File: src/sfl_pkg.sv
// Purpose: Shared constants for the charge-level flags and load-model selection block
// Assumes: 10 MHz system clock, 16-bit measurement words
// Notes:   Byte offsets on the register bus, one aligned 32-bit word each
package sfl_pkg;
  localparam int          CLK_HZ          = 10_000_000;
  localparam int          DATA_W          = 16;
  localparam int          SEL_W           = 3;

  localparam logic [5:0]  REG_CTRL        = 6'h00;
  localparam logic [5:0]  REG_STATUS      = 6'h04;
  localparam logic [5:0]  REG_LOW_SET     = 6'h08;
  localparam logic [5:0]  REG_SHDN_SET    = 6'h0C;
  localparam logic [5:0]  REG_SHDN_CLR    = 6'h10;
  localparam logic [5:0]  REG_FINAL_V     = 6'h14;
  localparam logic [5:0]  REG_REQ_RATE    = 6'h18;
  localparam logic [5:0]  REG_CFG_RATE_I  = 6'h1C;
  localparam logic [5:0]  REG_CFG_RATE_P  = 6'h20;
  localparam logic [5:0]  REG_DESIGN_CAP  = 6'h24;
  localparam logic [5:0]  REG_DESIGN_NRG  = 6'h28;
  localparam logic [5:0]  REG_LEFT_CAP    = 6'h2C;
  localparam logic [5:0]  REG_FULL_CAP    = 6'h30;
  localparam logic [5:0]  REG_SOC         = 6'h34;
  localparam logic [5:0]  REG_LOAD_RATE   = 6'h38;

  localparam int          CTRL_LOWPIN_BIT = 0;
  localparam int          CTRL_MODEL_BIT  = 1;
  localparam int          CTRL_SEL_LSB    = 4;

  localparam int          STAT_LOWCAP_BIT = 0;
  localparam int          STAT_SHDN_BIT   = 1;
  localparam int          STAT_MODEL_BIT  = 2;
  localparam int          STAT_ZERO_BIT   = 3;

  localparam logic [15:0] CTRL_RST        = 16'h0011;
  localparam logic [15:0] LEVEL_RST       = 16'h0000;
  localparam logic [15:0] LEFT_CAP_RST    = 16'h0000;

  localparam logic [SEL_W-1:0] SEL_PREV_AVG = 3'h0;
  localparam logic [SEL_W-1:0] SEL_CUR_AVG  = 3'h1;
  localparam logic [SEL_W-1:0] SEL_MEAN     = 3'h2;
  localparam logic [SEL_W-1:0] SEL_FILT     = 3'h3;
  localparam logic [SEL_W-1:0] SEL_CRATE    = 3'h4;
  localparam logic [SEL_W-1:0] SEL_REQ      = 3'h5;
  localparam logic [SEL_W-1:0] SEL_USER     = 3'h6;

  localparam int          INT_PULSE_NS    = 100_000;
  localparam int          INT_PULSE_CYC   = (INT_PULSE_NS * (CLK_HZ / 1_000_000) + 999) / 1000;
  localparam int          LPF_TAU_S       = 14;
  localparam int          SAMPLE_S        = 1;
  localparam int          LPF_SHIFT       = $clog2(LPF_TAU_S / SAMPLE_S);
  localparam int          SOC_FULL        = 100;
  localparam int          MW_DIV          = 1000;
  localparam int          CRATE_DIV       = 5;
endpackage
File: src/sfl_charge_counter.sv
// Purpose: Coulomb counter holding the remaining capacity
// Assumes: charge_delta is signed mAh per sample, positive while charging
// Notes:   Saturates at zero and at the full capacity
`timescale 1ns/1ps
`default_nettype none
module sfl_charge_counter
  import sfl_pkg::*;
(
  input  wire logic                       clk_sys,
  input  wire logic                       rst,
  input  wire logic                       sample_valid,
  input  wire logic signed [sfl_pkg::DATA_W-1:0] charge_delta,
  input  wire logic [sfl_pkg::DATA_W-1:0] capacity_limit,
  output logic      [sfl_pkg::DATA_W-1:0] left_capacity
);
  logic signed [DATA_W+1:0] sum;

  assign sum = $signed({2'b00, left_capacity}) + (DATA_W+2)'(charge_delta);

  // Integrate charge through the sense resistor
  always_ff @(posedge clk_sys) begin
    if (rst) begin
      left_capacity <= LEFT_CAP_RST;
    end else if (sample_valid) begin
      if (sum < 0) begin
        left_capacity <= '0;
      end else if (sum > $signed({2'b00, capacity_limit})) begin
        left_capacity <= capacity_limit;
      end else begin
        left_capacity <= sum[DATA_W-1:0];
      end
    end
  end
endmodule
`default_nettype wire

File: src/sfl_flags_load.sv
// Purpose: Charge-level flags, battery-low pin, shutdown interrupt and load-rate selection
// Assumes: Measurement words come from logic on clk_sys, one sample per meas_valid
// Notes:   Registers reached over Avalon-MM with one wait cycle per access
// Summary of operation
// - Set low-capacity flag when remaining capacity falls below its set level.
// - Clear low-capacity flag when remaining capacity rises above that level.
// - Battery-low pin follows the low-capacity flag with no software help while low-pin enable is set.
// - Battery-low pin mirrors the flag only while low-pin enable is set.
// - Voltage below shutdown set level sets shutdown flag and signals interrupt.
// - Set shutdown flag clears above clear level and signals interrupt.
// - State of charge reads zero once voltage reaches the final voltage.
// - Model type 0 constant current, 1 constant power; status bit mirrors it.
// - Load-rate choice picks the rate figure; meaning depends on model type.
// - Current choice 0 previous-cycle average, choice 1 present-cycle average.
// - Current choice 2 mean current, choice 3 filtered mean with 14 s; the code filters with a shift of 4, a time constant of about 16 s.
// - Current choice 4 uses design capacity divided by five.
// - Current choice 5 requested rate, choice 6 configured rate current.
// - Remaining capacity integrates the charge passing through the cell.
// - Full capacity reports capacity from full charge at present load.
// - Power choice 0 previous-cycle power, choice 1 present-cycle power.
`timescale 1ns/1ps
`default_nettype none
module sfl_flags_load
  import sfl_pkg::*;
(
  input  wire logic                              clk_sys,
  input  wire logic                              rst,
  input  wire logic [5:0]                        avs_address,
  input  wire logic                              avs_read,
  input  wire logic                              avs_write,
  input  wire logic [31:0]                       avs_writedata,
  input  wire logic [3:0]                        avs_byteenable,
  output logic      [31:0]                       avs_readdata,
  output logic                                   avs_waitrequest,
  input  wire logic                              meas_valid,
  input  wire logic [sfl_pkg::DATA_W-1:0]        voltage_mv,
  input  wire logic signed [sfl_pkg::DATA_W-1:0] charge_delta,
  input  wire logic signed [sfl_pkg::DATA_W-1:0] mean_current,
  input  wire logic signed [sfl_pkg::DATA_W-1:0] prev_avg_current,
  input  wire logic signed [sfl_pkg::DATA_W-1:0] cycle_avg_current,
  input  wire logic signed [sfl_pkg::DATA_W-1:0] prev_avg_power,
  input  wire logic signed [sfl_pkg::DATA_W-1:0] cycle_avg_power,
  input  wire logic [sfl_pkg::DATA_W-1:0]        full_capacity_est,
  output logic                                   battery_low_pin,
  output logic                                   charge_int_pin,
  output logic signed [sfl_pkg::DATA_W-1:0]      load_rate
);
  import sfl_pkg::*;

  logic [15:0]              ctrl;
  logic [15:0]              low_charge_set_level;
  logic [15:0]              shutdown_set_level;
  logic [15:0]              shutdown_clear_level;
  logic [15:0]              final_voltage;
  logic [15:0]              requested_rate_value;
  logic [15:0]              configured_rate_current;
  logic [15:0]              configured_rate_power;
  logic [15:0]              design_capacity;
  logic [15:0]              design_energy;
  logic [DATA_W-1:0]        left_capacity;
  logic [DATA_W-1:0]        full_capacity_now;
  logic [7:0]               soc;
  logic                     soc_zero;
  logic                     low_capacity_flag;
  logic                     shutdown_warn_flag;
  logic                     load_model_status_bit;
  logic                     ack;
  logic                     wr_en;
  logic [15:0]              next_readdata;
  logic [15:0]              be_mask;
  logic [$clog2(INT_PULSE_CYC+1)-1:0] pulse_cnt;
  logic signed [DATA_W-1:0] filt_current;
  logic signed [DATA_W-1:0] next_load_rate;
  logic signed [2*DATA_W:0] mean_power_prod;
  logic signed [2*DATA_W:0] filt_power_prod;
  logic [SEL_W-1:0]         load_sel;
  logic                     low_pin_enable_bit;
  logic                     model_power;

  assign low_pin_enable_bit = ctrl[CTRL_LOWPIN_BIT];
  assign model_power        = ctrl[CTRL_MODEL_BIT];
  assign load_sel           = ctrl[CTRL_SEL_LSB +: SEL_W];

  // Bus slave: one wait cycle, then the access completes
  assign avs_waitrequest = (avs_read | avs_write) & ~ack;
  assign wr_en           = avs_write & ack;
  assign be_mask         = {{8{avs_byteenable[1]}}, {8{avs_byteenable[0]}}};

  always_ff @(posedge clk_sys) begin
    if (rst) begin
      ack <= 1'b0;
    end else begin
      ack <= (avs_read | avs_write) & ~ack;
    end
  end

  always_comb begin
    unique case (avs_address)
      REG_CTRL:       next_readdata = ctrl;
      REG_STATUS:     next_readdata = {12'h000, soc_zero, load_model_status_bit,
                                       shutdown_warn_flag, low_capacity_flag};
      REG_LOW_SET:    next_readdata = low_charge_set_level;
      REG_SHDN_SET:   next_readdata = shutdown_set_level;
      REG_SHDN_CLR:   next_readdata = shutdown_clear_level;
      REG_FINAL_V:    next_readdata = final_voltage;
      REG_REQ_RATE:   next_readdata = requested_rate_value;
      REG_CFG_RATE_I: next_readdata = configured_rate_current;
      REG_CFG_RATE_P: next_readdata = configured_rate_power;
      REG_DESIGN_CAP: next_readdata = design_capacity;
      REG_DESIGN_NRG: next_readdata = design_energy;
      REG_LEFT_CAP:   next_readdata = left_capacity;
      REG_FULL_CAP:   next_readdata = full_capacity_now;
      REG_SOC:        next_readdata = {8'h00, soc};
      REG_LOAD_RATE:  next_readdata = load_rate;
      default:        next_readdata = 16'h0000;
    endcase
  end

  always_ff @(posedge clk_sys) begin
    if (rst) begin
      avs_readdata <= 32'h0000_0000;
    end else if (avs_read & ~ack) begin
      avs_readdata <= {16'h0000, next_readdata};
    end
  end

  function automatic logic [15:0] merge(input logic [15:0] old, input logic [31:0] wd,
                                        input logic [15:0] m);
    merge = (old & ~m) | (wd[15:0] & m);
  endfunction

  always_ff @(posedge clk_sys) begin
    if (rst) begin
      ctrl                    <= CTRL_RST;
      low_charge_set_level    <= LEVEL_RST;
      shutdown_set_level      <= LEVEL_RST;
      shutdown_clear_level    <= LEVEL_RST;
      final_voltage           <= LEVEL_RST;
      requested_rate_value    <= LEVEL_RST;
      configured_rate_current <= LEVEL_RST;
      configured_rate_power   <= LEVEL_RST;
      design_capacity         <= LEVEL_RST;
      design_energy           <= LEVEL_RST;
    end else if (wr_en) begin
      unique case (avs_address)
        REG_CTRL:       ctrl                    <= merge(ctrl, avs_writedata, be_mask);
        REG_LOW_SET:    low_charge_set_level    <= merge(low_charge_set_level, avs_writedata, be_mask);
        REG_SHDN_SET:   shutdown_set_level      <= merge(shutdown_set_level, avs_writedata, be_mask);
        REG_SHDN_CLR:   shutdown_clear_level    <= merge(shutdown_clear_level, avs_writedata, be_mask);
        REG_FINAL_V:    final_voltage           <= merge(final_voltage, avs_writedata, be_mask);
        REG_REQ_RATE:   requested_rate_value    <= merge(requested_rate_value, avs_writedata, be_mask);
        REG_CFG_RATE_I: configured_rate_current <= merge(configured_rate_current, avs_writedata, be_mask);
        REG_CFG_RATE_P: configured_rate_power   <= merge(configured_rate_power, avs_writedata, be_mask);
        REG_DESIGN_CAP: design_capacity         <= merge(design_capacity, avs_writedata, be_mask);
        REG_DESIGN_NRG: design_energy           <= merge(design_energy, avs_writedata, be_mask);
        default: begin
        end
      endcase
    end
  end

  // Remaining capacity and filtered current
  sfl_charge_counter u_counter (
    .clk_sys        (clk_sys),
    .rst            (rst),
    .sample_valid   (meas_valid),
    .charge_delta   (charge_delta),
    .capacity_limit (full_capacity_now),
    .left_capacity  (left_capacity)
  );

  sfl_lowpass u_lowpass (
    .clk_sys      (clk_sys),
    .rst          (rst),
    .sample_valid (meas_valid),
    .sample_in    (mean_current),
    .filtered     (filt_current)
  );

  // Compensated full capacity from the impedance estimate
  always_ff @(posedge clk_sys) begin
    if (rst) begin
      full_capacity_now <= LEFT_CAP_RST;
    end else if (meas_valid) begin
      full_capacity_now <= full_capacity_est;
    end
  end

  // Low-capacity flag with a single threshold; equal level holds the flag
  always_ff @(posedge clk_sys) begin
    if (rst) begin
      low_capacity_flag <= 1'b0;
    end else if (left_capacity < low_charge_set_level) begin
      low_capacity_flag <= 1'b1;
    end else if (left_capacity > low_charge_set_level) begin
      low_capacity_flag <= 1'b0;
    end
  end

  always_ff @(posedge clk_sys) begin
    if (rst) begin
      battery_low_pin <= 1'b0;
    end else begin
      battery_low_pin <= low_capacity_flag & low_pin_enable_bit;
    end
  end

  // Shutdown warning with hysteresis
  always_ff @(posedge clk_sys) begin
    if (rst) begin
      shutdown_warn_flag <= 1'b0;
    end else if (meas_valid & ~shutdown_warn_flag & (voltage_mv < shutdown_set_level)) begin
      shutdown_warn_flag <= 1'b1;
    end else if (meas_valid & shutdown_warn_flag & (voltage_mv > shutdown_clear_level)) begin
      shutdown_warn_flag <= 1'b0;
    end
  end

  logic shdn_q;

  always_ff @(posedge clk_sys) begin
    if (rst) begin
      shdn_q <= 1'b0;
    end else begin
      shdn_q <= shutdown_warn_flag;
    end
  end

  // Fixed-width pulse per flag change; a change during a pulse restarts it
  always_ff @(posedge clk_sys) begin
    if (rst) begin
      pulse_cnt <= '0;
    end else if (shdn_q != shutdown_warn_flag) begin
      pulse_cnt <= ($clog2(INT_PULSE_CYC+1))'(INT_PULSE_CYC);
    end else if (pulse_cnt != '0) begin
      pulse_cnt <= pulse_cnt - 1'b1;
    end
  end

  assign charge_int_pin = (pulse_cnt != '0);

  // State of charge, forced to zero at the final voltage
  always_ff @(posedge clk_sys) begin
    if (rst) begin
      soc      <= 8'h00;
      soc_zero <= 1'b0;
    end else if (meas_valid) begin
      soc_zero <= (voltage_mv <= final_voltage);
      if (voltage_mv <= final_voltage) begin
        soc <= 8'h00;
      end else if (full_capacity_now == '0) begin
        soc <= 8'h00;
      end else begin
        soc <= 8'((32'(left_capacity) * SOC_FULL) / 32'(full_capacity_now));
      end
    end
  end

  always_ff @(posedge clk_sys) begin
    if (rst) begin
      load_model_status_bit <= 1'b0;
    end else begin
      load_model_status_bit <= model_power;
    end
  end

  // Load-rate figure for compensated capacity
  assign mean_power_prod = mean_current * $signed({1'b0, voltage_mv});
  assign filt_power_prod = filt_current * $signed({1'b0, voltage_mv});

  always_comb begin
    next_load_rate = '0;
    if (!model_power) begin
      unique case (load_sel)
        SEL_PREV_AVG: next_load_rate = prev_avg_current;
        SEL_CUR_AVG:  next_load_rate = cycle_avg_current;
        SEL_MEAN:     next_load_rate = mean_current;
        SEL_FILT:     next_load_rate = filt_current;
        SEL_CRATE:    next_load_rate = $signed(16'(design_capacity / CRATE_DIV));
        SEL_REQ:      next_load_rate = $signed(requested_rate_value);
        SEL_USER:     next_load_rate = $signed(configured_rate_current);
        default:      next_load_rate = '0;
      endcase
    end else begin
      unique case (load_sel)
        SEL_PREV_AVG: next_load_rate = prev_avg_power;
        SEL_CUR_AVG:  next_load_rate = cycle_avg_power;
        SEL_MEAN:     next_load_rate = 16'(mean_power_prod / MW_DIV);
        SEL_FILT:     next_load_rate = 16'(filt_power_prod / MW_DIV);
        SEL_CRATE:    next_load_rate = $signed(16'(design_energy / CRATE_DIV));
        SEL_REQ:      next_load_rate = $signed(requested_rate_value);
        SEL_USER:     next_load_rate = $signed(configured_rate_power);
        default:      next_load_rate = '0;
      endcase
    end
  end

  always_ff @(posedge clk_sys) begin
    if (rst) begin
      load_rate <= '0;
    end else begin
      load_rate <= next_load_rate;
    end
  end

  // Checks
  low_set_a: assert property (@(posedge clk_sys) disable iff (rst)
    (left_capacity < low_charge_set_level) |=> low_capacity_flag)
    else $error("low-capacity flag not set below level");

  low_clear_a: assert property (@(posedge clk_sys) disable iff (rst)
    (left_capacity > low_charge_set_level) |=> !low_capacity_flag)
    else $error("low-capacity flag not cleared above level");

  pin_follow_a: assert property (@(posedge clk_sys) disable iff (rst)
    ##1 (battery_low_pin == ($past(low_capacity_flag) & $past(low_pin_enable_bit))))
    else $error("battery-low pin does not follow flag");

  pin_gate_a: assert property (@(posedge clk_sys) disable iff (rst)
    !low_pin_enable_bit [*2] |-> !battery_low_pin)
    else $error("battery-low pin active while disabled");

  shdn_set_a: assert property (@(posedge clk_sys) disable iff (rst)
    (meas_valid && !shutdown_warn_flag && voltage_mv < shutdown_set_level)
      |=> shutdown_warn_flag ##1 charge_int_pin)
    else $error("shutdown set or its interrupt missing");

  shdn_clear_a: assert property (@(posedge clk_sys) disable iff (rst)
    (meas_valid && shutdown_warn_flag && voltage_mv > shutdown_clear_level)
      |=> !shutdown_warn_flag ##1 charge_int_pin)
    else $error("shutdown clear or its interrupt missing");

  shdn_hold_a: assert property (@(posedge clk_sys) disable iff (rst)
    (!meas_valid && !rst) |=> $stable(shutdown_warn_flag))
    else $error("shutdown flag moved without a sample");

  soc_zero_a: assert property (@(posedge clk_sys) disable iff (rst)
    (meas_valid && voltage_mv <= final_voltage) |=> (soc == 8'h00) && soc_zero)
    else $error("state of charge not zero at final voltage");

  model_bit_a: assert property (@(posedge clk_sys) disable iff (rst)
    ##1 load_model_status_bit == $past(model_power))
    else $error("model status bit does not mirror setting");

  rate_user_a: assert property (@(posedge clk_sys) disable iff (rst)
    (!model_power && load_sel == SEL_USER) |=> load_rate == $past($signed(configured_rate_current)))
    else $error("configured rate not selected");

  rate_prev_a: assert property (@(posedge clk_sys) disable iff (rst)
    (!model_power && load_sel == SEL_PREV_AVG) |=> load_rate == $past(prev_avg_current))
    else $error("previous-cycle current not selected");

  rate_power_a: assert property (@(posedge clk_sys) disable iff (rst)
    (model_power && load_sel == SEL_CUR_AVG) |=> load_rate == $past(cycle_avg_power))
    else $error("present-cycle power not selected");

  pulse_width_a: assert property (@(posedge clk_sys) disable iff (rst)
    (shdn_q != shutdown_warn_flag) |=> (pulse_cnt == INT_PULSE_CYC) && charge_int_pin)
    else $error("interrupt pulse not started at full width");

  pulse_end_a: assert property (@(posedge clk_sys) disable iff (rst)
    (pulse_cnt == 1 && shdn_q == shutdown_warn_flag) |=> !charge_int_pin)
    else $error("interrupt pulse did not end");

  cap_limit_a: assert property (@(posedge clk_sys) disable iff (rst)
    ##1 $past(meas_valid) |-> left_capacity <= $past(full_capacity_now))
    else $error("remaining capacity above full capacity");
endmodule
`default_nettype wire

File: src/sfl_lowpass.sv
// Purpose: First-order low-pass filter of the mean current
// Assumes: One sample per SAMPLE_S seconds
// Notes:   Time constant set by the shift amount
`timescale 1ns/1ps
`default_nettype none
module sfl_lowpass
  import sfl_pkg::*;
(
  input  wire logic                              clk_sys,
  input  wire logic                              rst,
  input  wire logic                              sample_valid,
  input  wire logic signed [sfl_pkg::DATA_W-1:0] sample_in,
  output logic signed      [sfl_pkg::DATA_W-1:0] filtered
);
  logic signed [DATA_W+LPF_SHIFT:0] acc;
  logic signed [DATA_W+LPF_SHIFT:0] err;

  assign err      = ($signed(sample_in) <<< LPF_SHIFT) - acc;
  assign filtered = acc[DATA_W+LPF_SHIFT-1:LPF_SHIFT];

  // Accumulator holds the output scaled up by the shift
  always_ff @(posedge clk_sys) begin
    if (rst) begin
      acc <= '0;
    end else if (sample_valid) begin
      acc <= acc + (err >>> LPF_SHIFT);
    end
  end
endmodule
`default_nettype wire

File: config.mk
export PLATFORM = sky130hd
export DESIGN_NAME = sfl_flags_load
export DESIGN_NICKNAME = d
export VERILOG_FILES = /design/src/sfl_pkg.sv /design/src/sfl_charge_counter.sv /design/src/sfl_flags_load.sv /design/src/sfl_lowpass.sv
export SDC_FILE = /design/constraint.sdc
export NUM_CORES = 2
export LEC_CHECK = 0
export BUFFER_PORTS_ARGS = -buffer_cell sky130_fd_sc_hd__buf_2
export CORE_ASPECT_RATIO = 1.75
export CORE_UTILIZATION = 65
export DETAILED_ROUTE_END_ITERATION = 8
export GPL_TIMING_DRIVEN = 0
export PLACE_DENSITY = 0.91
export REMOVE_ABC_BUFFERS = 1
export SYNTH_ARGS = -nofsm -noshare
export SYNTH_HDL_FRONTEND = slang
export SYNTH_SLANG_ARGS = --single-unit
File: constraint.sdc
create_clock -name clk_sys -period 131.2 [get_ports clk_sys]
set_clock_uncertainty 0.15 [all_clocks]
set_input_delay 13.12 -clock clk_sys [delete_from_list [all_inputs] [get_ports clk_sys]]
set_output_delay 13.12 -clock clk_sys [all_outputs]
set_load 0.03 [all_outputs]
==> qor.csv <==
stage;metric;value;unit
clocking;cts_buffers;27;
critical_path;crit_buf_inv;32;
drt;final_antenna_net_count;0;
clocking;clockBufferDepth;3;
synth;yosysTopAreaCell;ha_1;
global_route;grt_pass1_wl;474.0;mm
drt;routed_wl;304.4;mm
timing;finalCritPeriodShare;92.80;%
global_route;grt_pass1_vias;87960;
synth;synth_most_common_cell;nand2_1;
status;status;finished clean;
floorplanning;start_util;65.57;%
drt;remaining_drc_errors;0;
global_route;antenna_found_initial;32;
synth;avgSynthCellArea;7.150;um2
timing;worst_pin_slew;1.456;ns
drt;drtIter0Drc;8468;
floorplanning;coreArea;0.1225;mm2
critical_path;max_stage_delay;0.95;ns
clocking;cts_sinks;270;
global_route;grt_overflow_total;0;
critical_path;worstPathArrival;122.02;ns
global_route;grt_max_degree;156;
job;drv_cap;0;
synth;yosys.cell_types.count;135;
synth;ys_top_cells_by_count;1314 x nand2_1, 967 x a21oi_1, 964 x nor2_1, 894 x inv_1, 832 x ha_1;
floorplanning;fp-row-count;170;
timing;hold_violations;0;
synth;synth-edff-count;0;
critical_path;r2r_slack;9.44;ns
clocking;htree_levels;1;
clocking;clk_latency;0.59;ns
synth;synth_area_leaders;ha_1 13%, fa_1 10%, dfxtp_1 6.7%;
floorplanning;ioPinCount;226;
floorplanning;die_height;467.1;um
critical_path;r2r_cells;557;
timing;setup_viol_count_final;0;
critical_path;crit_type;flip-flop to flip-flop;
drt;wl_per_cell;23.90;um
critical_path;r2r_start;u_counter.left_capacity[2]$_SDFFE_PP0P_;
critical_path;cpMostUsedCell;a21oi_1;
critical_path;slowest_stage;dfxtp_1;
critical_path;cp-start-kind;flip-flop;
worst_hold_path;hp-class;flip-flop to flip-flop;
cells_and_area;area_growth;3.824;%
critical_path;worst_setup_path_end_kind;flip-flop;
worst_hold_path;worstHoldPathCells;2;
floorplanning;die_x;267.8;um
place;io_buffers;191;
critical_path;cp_max_fo;36;
clocking;clkTransAtPathRegs;0.07;ns
timing;maxSlewViolCount;0;
critical_path;crit_required;131.46;ns
synth;synth_seq_cells;270;
cells_and_area;layout.nets;12460;
drt;vias_per_cell;6.916;
timing;fmax;8.213;MHz
critical_path;r2r_end;soc[0]$_SDFFE_PP0P_;
clocking;cts_tree;built;
synth;synth_top_area_share;12.96;%
cells_and_area;layout-drive-gt1-share;6.222;%
timing;fin_tns_setup;0;ns
synth;yosys_warnings;0;
place;gp_congestion;1.063;
clocking;cts_root_buffer;clkbuf_16;
synth;synth_seq_area_share;6.728;%
drt;vias;88060;
critical_path;path_delay_family;compound AO/OA/AOI/OAI gates;
global_route;track_usage;48.07;%
synth;synthFlopType;dfxtp_1;
place;hpwl;232.4;mm
synth;syn_inst;11240;
floorplanning;dieArea;0.1251;mm2
timing;relSlewSlack;2.204;%
synth;synthArstFlopShare;0;%
timing;layout_min_cycle_time;121.76;ns
drt;drt_pre_antenna_iters;9;
synth;syn-cell-area;0.08033;mm2
timing;rsz0062_at_grt;no;
critical_path;crit_start;u_counter.left_capacity[2]$_SDFFE_PP0P_;
worst reg2reg max path: cells and delay by family (launching register included):
family | cells | cell delay, ns
adders and majority gates | 35 | 11.73
AOI/OAI and AO/OA | 287 | 60.35
xor gates and xnor gates | 4 | 0.86
DFF | 1 | 0.95
buffers and inverters | 32 | 4.11
and+or+nand+nor | 191 | 40.93
muxes | 8 | 2.63
placed cells by master (no fill, tap or decap), drive strengths merged, types with 39 or more instances in the layout:
cell / n
nand2: 1314
a21oi: 973
nor2: 964
inv: 899
ha: 832
o21ai: 550
xnor2: 530
fa: 402
nor3: 295
a21o: 293
and2: 292
dfxtp: 270
xor2: 257
buf: 236
nand3: 220
nand2b: 199
mux2i: 191
nand4: 169
nor2b: 141
o21a: 137
mux2: 137
a31oi: 117
and3: 106
a211oi: 96
or2: 96
or3: 88
nor4: 88
o31ai: 86
o21bai: 85
o211ai: 75
a22oi: 73
a221oi: 54
a21boi: 45
o22ai: 41
or4: 39
layer usage:
layer / track usage (%) / vias to the layer above / routed length (um)
met5: 0.07834 / - / 242
met4: 49.81 / 32 / 36930
met3: 14.40 / 2148 / 29370
met2: 78.51 / 5135 / 138900
met1: 46.98 / 41170 / 98970
li1: - / 39580 / -
timing repair:
item / 4_1_cts / 5_1_grt
resized for setup: 0 / 16
setup buffers: 0 / 7
hold buffers: 0 / 0
setup endpoints to repair: 0 / 2
cell families after synthesis:
kind of cell / count (synthesis) / synth area share (%)
AND/OR/NAND/NOR: 4161 / 25.37
other: 1 / 0.004668
flip-flops: 270 / 6.728
multiplexers: 331 / 4.405
XOR/XNOR: 790 / 8.720
AO/OA/AOI/OAI: 3054 / 24.92
adder cells (fa/ha/maj): 1261 / 23.31
buffers and inverters: 1368 / 6.540
worst max path at each step:
stage / endpoint / slack (ns) / cells after the start
after floorplan: soc[0]$_SDFFE_PP0P_ / 28.22 / 546
final: soc[0]$_SDFFE_PP0P_ / 9.44 / 557
after global routing: soc[0]$_SDFFE_PP0P_ / 0.26 / 554
after detailed placement: soc[0]$_SDFFE_PP0P_ / 6.46 / 558
after CTS: soc[0]$_SDFFE_PP0P_ / 5.95 / 557
after global placement: soc[0]$_SDFFE_PP0P_ / 4.09 / 545
through the flow:
stage | util [%] | area [um2] | hold slack, ns | worst slack (ns) | std cells
3_5_place_dp | 67.13 | 82250 | 0.2961 | 6.459 | 12650
5_1_grt | 68.03 | 83350 | 0.3250 | 0.2571 | 12710
6_report | 68.08 | 83410 | 0.3066 | 9.441 | 12730
2_1_floorplan | - | 78530 | 0.2733 | 28.22 | 10790
3_3_place_gp | 66.54 | 81530 | 0.2919 | 4.086 | 12610
4_1_cts | 67.86 | 83130 | 0.3048 | 5.947 | 12700
area by class of cell:
class	instances	area [um2]
well taps	1634	2044
fillers	10330	39110
clock buffers	35	745.7
repair buffers	237	1662
flip-flops and latches	270	5413
inverters	903	3390
diodes	26	65.06
clock inverters	15	141.4
multi-input cells	9613	69950
Power is not shown: default switching activity piles up to over one toggle a cycle in this logic, so the estimate is an artifact.
